--- src/rtl/acr_cfg.svh ---
// Purpose: Constants of the codec control register bank
// Assumes: Included by the serial receiver and top-level design files of the bank
// Notes: Definitions only
`ifndef ACR_CFG_SVH
`define ACR_CFG_SVH

// ============================================================
// Register indices (serial select field values)
`define ACR_IDX_PWR 2'h0
`define ACR_IDX_MODE 2'h1
`define ACR_IDX_PCM 2'h2
`define ACR_IDX_SIDE 2'h3
`define ACR_NUM_REGS 4

// ============================================================
// Reset values
`define ACR_RST_PWR 8'h00
`define ACR_RST_MODE 8'h00
`define ACR_RST_PCM 8'h33
`define ACR_RST_SIDE 8'h00

// ============================================================
// Field positions
`define ACR_PWR_PDN 5
`define ACR_MODE_HI 7
`define ACR_MODE_LO 6
`define ACR_MODE_TXRST 5
`define ACR_MODE_RXRST 4
`define ACR_MODE_TXMUTE 3
`define ACR_MODE_RXMUTE 2
`define ACR_MODE_RXPAD 0
`define ACR_PCM_TXOFF 7
`define ACR_PCM_TXG_MSB 6
`define ACR_PCM_TXG_LSB 4
`define ACR_PCM_RXOFF 3
`define ACR_PCM_RXG_MSB 2
`define ACR_PCM_RXG_LSB 0
`define ACR_SIDE_G_MSB 7
`define ACR_SIDE_G_LSB 5
`define ACR_SIDE_HPSEL 1
`define ACR_SIDE_HPBYP 0

// ============================================================
// Serial frame
`define ACR_FRAME_SHORT 5'h0C
`define ACR_FRAME_LONG 5'h10
`define ACR_FRAME_MAX 5'h11
`define ACR_SEL_LIMIT 8'h04
`define ACR_SYNC_IDLE 4'hC

// ============================================================
// Decoded values
`define ACR_GAIN_OFS 5'h06
`define ACR_SIDE_OFS 6'h17
`define ACR_SIDE_OFF 3'h0
`define ACR_HPF_RATIO_LO 9'h113
`define ACR_HPF_RATIO_HI 9'h0C8
`define ACR_PAD_DB 4'hC
`define ACR_BITS_W4 4'h4
`define ACR_BITS_W8 4'h8
`define ACR_BITS_W3 4'h3
`define ACR_BITS_W2 4'h2

`endif

--- src/rtl/acr_pkg.sv ---
// Purpose: Types of the codec control register bank
// Assumes: Nothing
// Notes: Values live in acr_cfg.svh
package acr_pkg;

  // ==========================================================
  // Coder word width selection
  typedef enum logic [1:0] {
    ACR_W4 = 2'b00,
    ACR_W8 = 2'b01,
    ACR_W3 = 2'b10,
    ACR_W2 = 2'b11
  } acr_width_type;

  // ==========================================================
  // Serial receiver state
  typedef enum logic {
    ACR_RX_IDLE = 1'b0,
    ACR_RX_SHIFT = 1'b1
  } acr_rx_state_type;

endpackage

--- src/rtl/acr_sync.sv ---
// Purpose: Three-stage synchroniser with agreement filter
// Assumes: async_i comes from outside the clock domain
// Notes: Level changes once stages two and three agree
`timescale 1ns/10ps
`default_nettype none
module acr_sync
  import acr_pkg::*;
#(
  parameter logic IDLE = 1'b0
) (
  input wire logic clk_i,
  input wire logic rst_n_i,
  input wire logic async_i,
  output logic level_o
);

  logic s1_reg;
  logic s2_reg;
  logic s3_reg;

  // ==========================================================
  // Sampling chain; s1 feeds only s2
  always_ff @(posedge clk_i or negedge rst_n_i) begin
    if (!rst_n_i) begin
      s1_reg <= IDLE;
      s2_reg <= IDLE;
      s3_reg <= IDLE;
    end else begin
      s1_reg <= async_i;
      s2_reg <= s1_reg;
      s3_reg <= s2_reg;
    end
  end

  // Filtered level
  always_ff @(posedge clk_i or negedge rst_n_i) begin
    if (!rst_n_i) begin
      level_o <= IDLE;
    end else if (s2_reg == s3_reg) begin
      level_o <= s3_reg;
    end
  end

endmodule // acr_sync
`default_nettype wire

--- src/rtl/acr_serial_rx.sv ---
// Purpose: Serial control port frame receiver
// Assumes: Inputs already synchronised to clk_i
// Notes: MSB first, bit taken on shift clock rising edge
`timescale 1ns/10ps
`default_nettype none
`include "acr_cfg.svh"
module acr_serial_rx
  import acr_pkg::*;
(
  input wire logic clk_i,
  input wire logic rst_n_i,
  input wire logic sclk_i,
  input wire logic fen_n_i,
  input wire logic sdat_i,
  output logic wr_o,
  output logic [1:0] sel_o,
  output logic [7:0] data_o,
  output logic err_o
);

  acr_rx_state_type state_reg;
  logic sclk_d_reg;
  logic [15:0] shift_reg;
  logic [4:0] count_reg;
  logic [7:0] sel_field;
  logic len_ok;
  logic sclk_rise;

  assign sclk_rise = sclk_i & ~sclk_d_reg;
  // Select field sits just above the data byte
  assign sel_field = (count_reg == `ACR_FRAME_SHORT) ?
                     {4'h0, shift_reg[11:8]} : shift_reg[15:8];
  assign len_ok = (count_reg == `ACR_FRAME_SHORT) ||
                  (count_reg == `ACR_FRAME_LONG);

  // ==========================================================
  // Edge detector for the sampled shift clock
  always_ff @(posedge clk_i or negedge rst_n_i) begin
    if (!rst_n_i) begin
      sclk_d_reg <= 1'b0;
    end else begin
      sclk_d_reg <= sclk_i;
    end
  end

  // Frame state, bit shifting and counting
  always_ff @(posedge clk_i or negedge rst_n_i) begin
    if (!rst_n_i) begin
      state_reg <= ACR_RX_IDLE;
      shift_reg <= 16'h0000;
      count_reg <= 5'h00;
    end else begin
      unique case (state_reg)
        ACR_RX_IDLE: begin
          count_reg <= 5'h00;
          if (!fen_n_i) begin
            state_reg <= ACR_RX_SHIFT;
          end
        end
        ACR_RX_SHIFT: begin
          if (fen_n_i) begin
            state_reg <= ACR_RX_IDLE;
          end else if (sclk_rise) begin
            shift_reg <= {shift_reg[14:0], sdat_i};
            if (count_reg != `ACR_FRAME_MAX) begin
              count_reg <= count_reg + 5'h01;
            end
          end
        end
      endcase
    end
  end

  // Write only once the frame has closed
  always_ff @(posedge clk_i or negedge rst_n_i) begin
    if (!rst_n_i) begin
      wr_o <= 1'b0;
      err_o <= 1'b0;
      sel_o <= 2'h0;
      data_o <= 8'h00;
    end else begin
      wr_o <= 1'b0;
      err_o <= 1'b0;
      if (state_reg == ACR_RX_SHIFT && fen_n_i) begin
        if (len_ok && sel_field < `ACR_SEL_LIMIT) begin
          wr_o <= 1'b1;
          sel_o <= sel_field[1:0];
          data_o <= shift_reg[7:0];
        end else begin
          err_o <= 1'b1;
        end
      end
    end
  end

endmodule // acr_serial_rx
`default_nettype wire

--- src/rtl/acr_top.sv ---
// Purpose: Control register bank of a voice ADPCM codec
// Assumes: Pins are asynchronous to REF_CLK_I
// Notes: Writes arrive over the serial control port
`timescale 1ns/10ps
`default_nettype none
`include "acr_cfg.svh"
module acr_top
  import acr_pkg::*;
(
  input wire logic REF_CLK_I,
  input wire logic RESET_N_I,
  input wire logic POWER_DOWN_RESET_PIN_N_I,
  input wire logic CONTROL_SHIFT_CLOCK_I,
  input wire logic CONTROL_FRAME_ENABLE_N_I,
  input wire logic CONTROL_DATA_I,
  input wire logic SAMPLE_SYNC_I,
  output logic POWER_DOWN_O,
  output logic [1:0] CODER_WIDTH_O,
  output logic [3:0] ADPCM_BITS_O,
  output logic TX_CODER_RESET_O,
  output logic RX_CODER_RESET_O,
  output logic TX_MUTE_O,
  output logic RX_MUTE_O,
  output logic RX_PAD_O,
  output logic [3:0] RX_PAD_DB_O,
  output logic TX_PCM_ENABLE_O,
  output logic RX_PCM_ENABLE_O,
  output logic [2:0] TX_GAIN_CODE_O,
  output logic [2:0] RX_GAIN_CODE_O,
  output logic [4:0] TX_GAIN_DB_O,
  output logic [4:0] RX_GAIN_DB_O,
  output logic [2:0] SIDETONE_GAIN_CODE_O,
  output logic SIDETONE_ENABLE_O,
  output logic [5:0] SIDETONE_GAIN_DB_O,
  output logic HIGHPASS_CUTOFF_SELECT_O,
  output logic [8:0] HIGHPASS_RATIO_O,
  output logic HIGHPASS_ENABLE_O,
  output logic [7:0] POWER_CONTROL_O,
  output logic [7:0] CODER_MODE_CONTROL_O,
  output logic [7:0] PCM_PATH_GAIN_CONTROL_O,
  output logic [7:0] SIDETONE_FILTER_CONTROL_O,
  output logic UPDATE_PENDING_O,
  output logic SETTINGS_APPLIED_O,
  output logic FRAME_ERROR_O
);

  // ==========================================================
  // Pin synchronisers
  logic [3:0] pin_raw;
  logic [3:0] pin_lvl;
  logic pdn_pin_n;
  logic sclk_lvl;
  logic fen_n_lvl;
  logic sync_lvl;
  logic sdat_lvl;
  logic sdat_s1_reg;
  logic sdat_s2_reg;

  assign pin_raw = {CONTROL_FRAME_ENABLE_N_I, POWER_DOWN_RESET_PIN_N_I,
                    SAMPLE_SYNC_I, CONTROL_SHIFT_CLOCK_I};
  assign sclk_lvl = pin_lvl[0];
  assign sync_lvl = pin_lvl[1];
  assign pdn_pin_n = pin_lvl[2];
  assign fen_n_lvl = pin_lvl[3];

  // Idle level of each pin, so no false edge or frame follows reset
  localparam logic [3:0] sync_idle = `ACR_SYNC_IDLE;

  // One filtered synchroniser per control pin other than the data pin
  generate
    for (genvar i = 0; i < 4; i++) begin : g_sync
      acr_sync #(
        .IDLE(sync_idle[i])
      ) u_sync (
        .clk_i(REF_CLK_I),
        .rst_n_i(RESET_N_I),
        .async_i(pin_raw[i]),
        .level_o(pin_lvl[i])
      );
    end
  endgenerate

  // Data pin through two plain flops, two cycles ahead of the filtered shift clock
  always_ff @(posedge REF_CLK_I or negedge RESET_N_I) begin
    if (!RESET_N_I) begin
      sdat_s1_reg <= 1'b0;
      sdat_s2_reg <= 1'b0;
    end else begin
      sdat_s1_reg <= CONTROL_DATA_I;
      sdat_s2_reg <= sdat_s1_reg;
    end
  end

  assign sdat_lvl = sdat_s2_reg;

  // ==========================================================
  // Serial control port
  logic wr;
  logic [1:0] wr_sel;
  logic [7:0] wr_data;
  logic frame_err;

  acr_serial_rx u_rx (
    .clk_i(REF_CLK_I),
    .rst_n_i(RESET_N_I),
    .sclk_i(sclk_lvl),
    .fen_n_i(fen_n_lvl),
    .sdat_i(sdat_lvl),
    .wr_o(wr),
    .sel_o(wr_sel),
    .data_o(wr_data),
    .err_o(frame_err)
  );

  // ==========================================================
  // Register storage
  logic [7:0] stage_reg [0:`ACR_NUM_REGS-1];
  logic [7:0] act_reg [0:`ACR_NUM_REGS-1];
  // Reset value of each register, by index
  localparam logic [7:0] rst_val [0:`ACR_NUM_REGS-1] = '{
    `ACR_RST_PWR, `ACR_RST_MODE, `ACR_RST_PCM, `ACR_RST_SIDE};
  logic pending_reg;
  logic pending_next;
  logic sync_d_reg;
  logic apply;

  // Sample boundary detector
  always_ff @(posedge REF_CLK_I or negedge RESET_N_I) begin
    if (!RESET_N_I) begin
      sync_d_reg <= 1'b0;
    end else begin
      sync_d_reg <= sync_lvl;
    end
  end

  assign apply = sync_lvl & ~sync_d_reg;

  // Written image; test bits kept as written
  generate
    for (genvar r = 0; r < `ACR_NUM_REGS; r++) begin : g_reg
      always_ff @(posedge REF_CLK_I or negedge RESET_N_I) begin
        if (!RESET_N_I) begin
          stage_reg[r] <= rst_val[r];
        end else if (!pdn_pin_n) begin
          stage_reg[r] <= rst_val[r];
        end else if (wr && wr_sel == 2'(r)) begin
          stage_reg[r] <= wr_data;
        end
      end

      // Active image follows at the sample boundary; the power register follows at once
      always_ff @(posedge REF_CLK_I or negedge RESET_N_I) begin
        if (!RESET_N_I) begin
          act_reg[r] <= rst_val[r];
        end else if (!pdn_pin_n) begin
          act_reg[r] <= rst_val[r];
        end else if (2'(r) == `ACR_IDX_PWR || apply) begin
          act_reg[r] <= stage_reg[r];
        end
      end
    end
  endgenerate

  // Pending flag; a new write wins over the apply
  always_comb begin
    pending_next = pending_reg;
    if (apply) begin
      pending_next = 1'b0;
    end
    if (wr && wr_sel != `ACR_IDX_PWR) begin
      pending_next = 1'b1;
    end
  end

  always_ff @(posedge REF_CLK_I or negedge RESET_N_I) begin
    if (!RESET_N_I) begin
      pending_reg <= 1'b0;
    end else if (!pdn_pin_n) begin
      pending_reg <= 1'b0;
    end else begin
      pending_reg <= pending_next;
    end
  end

  // ==========================================================
  // Field decoders
  logic [7:0] pwr;
  logic [7:0] mode;
  logic [7:0] pcm;
  logic [7:0] side;
  logic [2:0] txg;
  logic [2:0] rxg;
  logic [2:0] stg;
  acr_width_type width;
  logic [3:0] bits;

  assign pwr = act_reg[`ACR_IDX_PWR];
  assign mode = act_reg[`ACR_IDX_MODE];
  assign pcm = act_reg[`ACR_IDX_PCM];
  assign side = act_reg[`ACR_IDX_SIDE];
  assign txg = pcm[`ACR_PCM_TXG_MSB:`ACR_PCM_TXG_LSB];
  assign rxg = pcm[`ACR_PCM_RXG_MSB:`ACR_PCM_RXG_LSB];
  assign stg = side[`ACR_SIDE_G_MSB:`ACR_SIDE_G_LSB];
  assign width = acr_width_type'({mode[`ACR_MODE_HI],
                                  mode[`ACR_MODE_LO]});

  // Coder word size per sample
  always_comb begin
    unique case (width)
      ACR_W4: bits = `ACR_BITS_W4;
      ACR_W8: bits = `ACR_BITS_W8;
      ACR_W3: bits = `ACR_BITS_W3;
      ACR_W2: bits = `ACR_BITS_W2;
    endcase
  end

  // Gain code to dB, two's complement
  function automatic logic [4:0] gain_db(input logic [2:0] c);
    gain_db = {1'b0, c, 1'b0} - `ACR_GAIN_OFS;
  endfunction

  // ==========================================================
  // Power-down output
  always_ff @(posedge REF_CLK_I or negedge RESET_N_I) begin
    if (!RESET_N_I) begin
      POWER_DOWN_O <= 1'b1;
    end else begin
      POWER_DOWN_O <= pwr[`ACR_PWR_PDN] | ~pdn_pin_n;
    end
  end

  // Coder controls
  always_ff @(posedge REF_CLK_I or negedge RESET_N_I) begin
    if (!RESET_N_I) begin
      CODER_WIDTH_O <= 2'h0;
      ADPCM_BITS_O <= `ACR_BITS_W4;
      TX_CODER_RESET_O <= 1'b0;
      RX_CODER_RESET_O <= 1'b0;
      TX_MUTE_O <= 1'b0;
      RX_MUTE_O <= 1'b0;
      RX_PAD_O <= 1'b0;
      RX_PAD_DB_O <= 4'h0;
    end else begin
      CODER_WIDTH_O <= width;
      ADPCM_BITS_O <= bits;
      TX_CODER_RESET_O <= mode[`ACR_MODE_TXRST];
      RX_CODER_RESET_O <= mode[`ACR_MODE_RXRST];
      TX_MUTE_O <= mode[`ACR_MODE_TXMUTE];
      RX_MUTE_O <= mode[`ACR_MODE_RXMUTE];
      RX_PAD_O <= mode[`ACR_MODE_RXPAD];
      RX_PAD_DB_O <= mode[`ACR_MODE_RXPAD] ? `ACR_PAD_DB : 4'h0;
    end
  end

  // PCM paths and gains
  always_ff @(posedge REF_CLK_I or negedge RESET_N_I) begin
    if (!RESET_N_I) begin
      TX_PCM_ENABLE_O <= 1'b1;
      RX_PCM_ENABLE_O <= 1'b1;
      TX_GAIN_CODE_O <= 3'h3;
      RX_GAIN_CODE_O <= 3'h3;
      TX_GAIN_DB_O <= 5'h00;
      RX_GAIN_DB_O <= 5'h00;
    end else begin
      TX_PCM_ENABLE_O <= ~pcm[`ACR_PCM_TXOFF];
      RX_PCM_ENABLE_O <= ~pcm[`ACR_PCM_RXOFF];
      TX_GAIN_CODE_O <= txg;
      RX_GAIN_CODE_O <= rxg;
      TX_GAIN_DB_O <= gain_db(txg);
      RX_GAIN_DB_O <= gain_db(rxg);
    end
  end

  // Side tone and high-pass filter
  always_ff @(posedge REF_CLK_I or negedge RESET_N_I) begin
    if (!RESET_N_I) begin
      SIDETONE_GAIN_CODE_O <= 3'h0;
      SIDETONE_ENABLE_O <= 1'b0;
      SIDETONE_GAIN_DB_O <= 6'h00;
      HIGHPASS_CUTOFF_SELECT_O <= 1'b0;
      HIGHPASS_RATIO_O <= `ACR_HPF_RATIO_LO;
      HIGHPASS_ENABLE_O <= 1'b1;
    end else begin
      SIDETONE_GAIN_CODE_O <= stg;
      SIDETONE_ENABLE_O <= (stg != `ACR_SIDE_OFF);
      if (stg == `ACR_SIDE_OFF) begin
        SIDETONE_GAIN_DB_O <= 6'h00;
      end else begin
        SIDETONE_GAIN_DB_O <= {2'b00, stg, 1'b0} - `ACR_SIDE_OFS;
      end
      HIGHPASS_CUTOFF_SELECT_O <= side[`ACR_SIDE_HPSEL];
      HIGHPASS_RATIO_O <= side[`ACR_SIDE_HPSEL] ?
                          `ACR_HPF_RATIO_HI : `ACR_HPF_RATIO_LO;
      HIGHPASS_ENABLE_O <= ~side[`ACR_SIDE_HPBYP];
    end
  end

  // Register images and status
  always_ff @(posedge REF_CLK_I or negedge RESET_N_I) begin
    if (!RESET_N_I) begin
      POWER_CONTROL_O <= `ACR_RST_PWR;
      CODER_MODE_CONTROL_O <= `ACR_RST_MODE;
      PCM_PATH_GAIN_CONTROL_O <= `ACR_RST_PCM;
      SIDETONE_FILTER_CONTROL_O <= `ACR_RST_SIDE;
      UPDATE_PENDING_O <= 1'b0;
      SETTINGS_APPLIED_O <= 1'b0;
      FRAME_ERROR_O <= 1'b0;
    end else begin
      POWER_CONTROL_O <= pwr;
      CODER_MODE_CONTROL_O <= mode;
      PCM_PATH_GAIN_CONTROL_O <= pcm;
      SIDETONE_FILTER_CONTROL_O <= side;
      UPDATE_PENDING_O <= pending_reg;
      SETTINGS_APPLIED_O <= apply & pending_reg & pdn_pin_n;
      FRAME_ERROR_O <= frame_err;
    end
  end

endmodule // acr_top
`default_nettype wire

--- config.mk ---
export PLATFORM = sky130hd
export DESIGN_NAME = acr_top
export DESIGN_NICKNAME = d
export VERILOG_FILES = /design/src/rtl/acr_pkg.sv /design/src/rtl/acr_sync.sv /design/src/rtl/acr_serial_rx.sv /design/src/rtl/acr_top.sv
export VERILOG_INCLUDE_DIRS = /design/src /design/src/rtl
export SDC_FILE = /design/constraint.sdc
export NUM_CORES = 1
export LEC_CHECK = 0
export ABC_AREA = 1
export BUFFER_PORTS_ARGS = -buffer_cell sky130_fd_sc_hd__buf_4
export CAP_MARGIN = 40
export CORE_UTILIZATION = 25
export CTS_CLUSTER_SIZE = 20
export DETAILED_ROUTE_END_ITERATION = 12
export PLACE_DENSITY = 0.48
export SLEW_MARGIN = 30
export SYNTH_ARGS = -nofsm -noshare
export SYNTH_HDL_FRONTEND = slang
export SYNTH_SLANG_ARGS = --single-unit
--- constraint.sdc ---
create_clock -name REF_CLK_I -period 3.5 [get_ports REF_CLK_I]
set_input_delay 0 -clock REF_CLK_I [delete_from_list [all_inputs] [get_ports REF_CLK_I]]
set_output_delay 0 -clock REF_CLK_I [all_outputs]
set_load 0.02 [all_outputs]
==> reports/qor.csv <==
metric,value,unit
sequential area share after synthesis,69.1,%
Internal,0.00327,W
RSZ-0062 raised after global routing,no,
Yosys Warn Count,0,
Final Skew,0.0130,ns
DR pass1 iterations,4,
vias in the first global route,3903,
Synth Instances,565,
WHS,0.0763,ns
initial drt markers,244,
core area,25200,µm²
syn_area_per_cell,11.4,µm²
#FFs+latches synth,176,
final setup fails,0,
I/O Pins,97,
worst relative slew slack,62.1,%
worst r2r path cells,4,
CTS buffer count,17,
Critical R2R Capture,mode[4],
Layout Utilization,31.1,%
pin count of the biggest net entering global routing,60,
min Tclk post-route,1.85,ns
Psw,0.00121,W
DPL Wire Length,7860,µm
Final ANT Viol Nets,0,
Setup crit start kind,register,
per-cell routed wire length,12.0,µm
vias post-DR,3832,
Clock Power Share,41.1,%
Achievable Freq,0.541,GHz
Netlist cell types,30,
r2r setup slk,1.65,ns
drt via density,3.92,
CTS H-Tree Depth,4,
clock buffer depth,2,
Gate power share,8.3,%
FF-to-FF Start,g_sync[2].u_sync.level_o,
global-route wire length before repair,20200,µm
Area Growth Syn to Fin,21.9,%
Post-Synthesis Cell Area,6420,µm²
Post-synth top cells,"dfrtp_1 (150), nand2_1 (120), inv_1 (67)",
FP Rows,58,
drc violations,0,
Starting Density,25.5,%
worst IR drop on VDD,331,µV
Fin. Hold Viols,0,
GRT Util Overall,9.80,%
Synth area leader,dfrtp_1,
DP Area,7180,µm²
# nets final,646,
Post-synth ARST share,100,%
Die W,162,µm
largest cells by area after synthesis,"dfrtp_1 (58%), dfstp_2 (11%), nand2_1 (7.0%)",
Worst EP required,3.84,ns
FILL cells,2566,
maximum fanout along the worst path,23,
final wirelength,11800,µm
max FFs per register,32,
initial antenna violation count,0,
Die ar.,26300,µm²
global placement routability congestion,0.707,
CTS tree,done,
worst min-delay path category,input port to async pin,
nature of the critical path endpoint,register,
Root Driver,clkbuf_16,
Leakage,3.92,nW
final instance area,7830,µm²
setup_tns,0,ns
Net Sw Frac,27.1,%
insertion delay to the later sink of the worst-skew pair,0.42,ns
Reg power frac,50.6,%
PortBufs,90,
total gr overflow,0,
Critical Path AT,2.19,ns
fraction of layout cells with a size suffix above 1,25.3,%
max cap viols,0,
Sinks on Clock Net,176,
Final Slew Violations,0,
"count leader, synth",dfrtp_1,
"EDFF count, synth",0,
status,completed,
pwr/cell area,573,nW/µm²
Antenna diodes,0,
clk slew on worst S/H paths,0.08,ns
post-synth top area share,58.5,%
final period utilization,52.8,%
Post-synth top flop,dfrtp_1,
worst slew pin tran,0.566,ns
Critical Setup Path Class,register to register,
die height,162,µm
## critical path: stages, from the launching register on
cell,delay [ns]
dfstp_2,0.80
nand2_1,0.37
inv_1,0.42
nand2_1,0.09
o21ai_1,0.09
## worst max path at each step
stage | start | end | slack [ns]
final | g_sync[2].u_sync.level_o | mode[4] | 1.65
after global routing | g_sync[2].u_sync.level_o | mode[0] | 1.40
after global placement | g_sync[2].u_sync.level_o | mode[4] | 1.70
after detailed placement | g_sync[2].u_sync.level_o | mode[0] | 1.66
after floorplan | u_rx.count_reg[0] | u_rx.sel_o[1] | 2.21
after CTS | g_sync[2].u_sync.level_o | mode[4] | 1.65
## final cells by class
cell class	instances	area (µm²)	area share, %
clock buffers	18	439	5.61
repair buffers	100	802	10.2
flip-flops and latches	176	4440	56.7
multi-input cells	270	1330	17.0
clock inverters	14	146	1.87
well taps	330	413	5.28
inverters	69	259	3.31
## through the flow
step | power (W) | setup WS [ns] | cells
floorplan | 0.00254 | 2.21 | 570
global placement | 0.00268 | 1.70 | 938
detailed placement | 0.00268 | 1.66 | 939
CTS | 0.00456 | 1.65 | 977
global route | 0.00471 | 1.40 | 977
finish | 0.00448 | 1.65 | 977
## cells in the final DEF (no fill, tap or decap), types with 3 or more instances in the layout
cell	count
clkinv_8	3
inv_1	67
conb_1	6
nand4_1	12
dfstp_2	26
dfrtp_1	150
ha_1	5
o21ai_0	46
nor2_1	9
clkinv_4	3
nand2_1	120
buf_4	91
dlygate4sd3_1	6
o21ai_1	11
clkbuf_16	17
maj3_1	4
inv_8	3
o22ai_1	9
nand3_1	26
a21oi_1	7
## logic make-up (layout without fill, tap and decap cells)
group,after synthesis,count (layout),share of synthesized area (%)
compound gates,76,76,6.24
xor+xnor,3,3,0.409
fa+ha+maj,9,9,1.60
buf+inv,124,201,10.4
flops,176,176,69.1
other cells,1,6,0.0584
simple gates,176,176,12.1
## per-layer routing
layer  track usage, %  up-vias  wire length (µm)
li1                 -     1882                 -
met1             12.8     1852              5660
met2             15.6       89              5490
met3             2.96        9               504
met4             2.70        0               111
met5                0        -                 0
## power by group through the flow
| stage | Clock [W] | Combinational [W] | Sequential (W) |
|---|---|---|---|
| after floorplan | 0 | 0.000237 | 0.00231 |
| after global placement | 0 | 0.000369 | 0.00231 |
| after CTS | 0.00190 | 0.000384 | 0.00227 |
| after global routing | 0.00199 | 0.000435 | 0.00229 |
| final | 0.00184 | 0.000372 | 0.00227 |
| after detailed placement | 0 | 0.000377 | 0.00231 |
## what timing repair did
action | CTS | global route
gates resized for setup | 0 | 0
hold buffers | 6 | 0
buffers inserted | 0 | 0
endpoints found under the hold margin | 134 | 0
(Power assumes the default switching activity.)
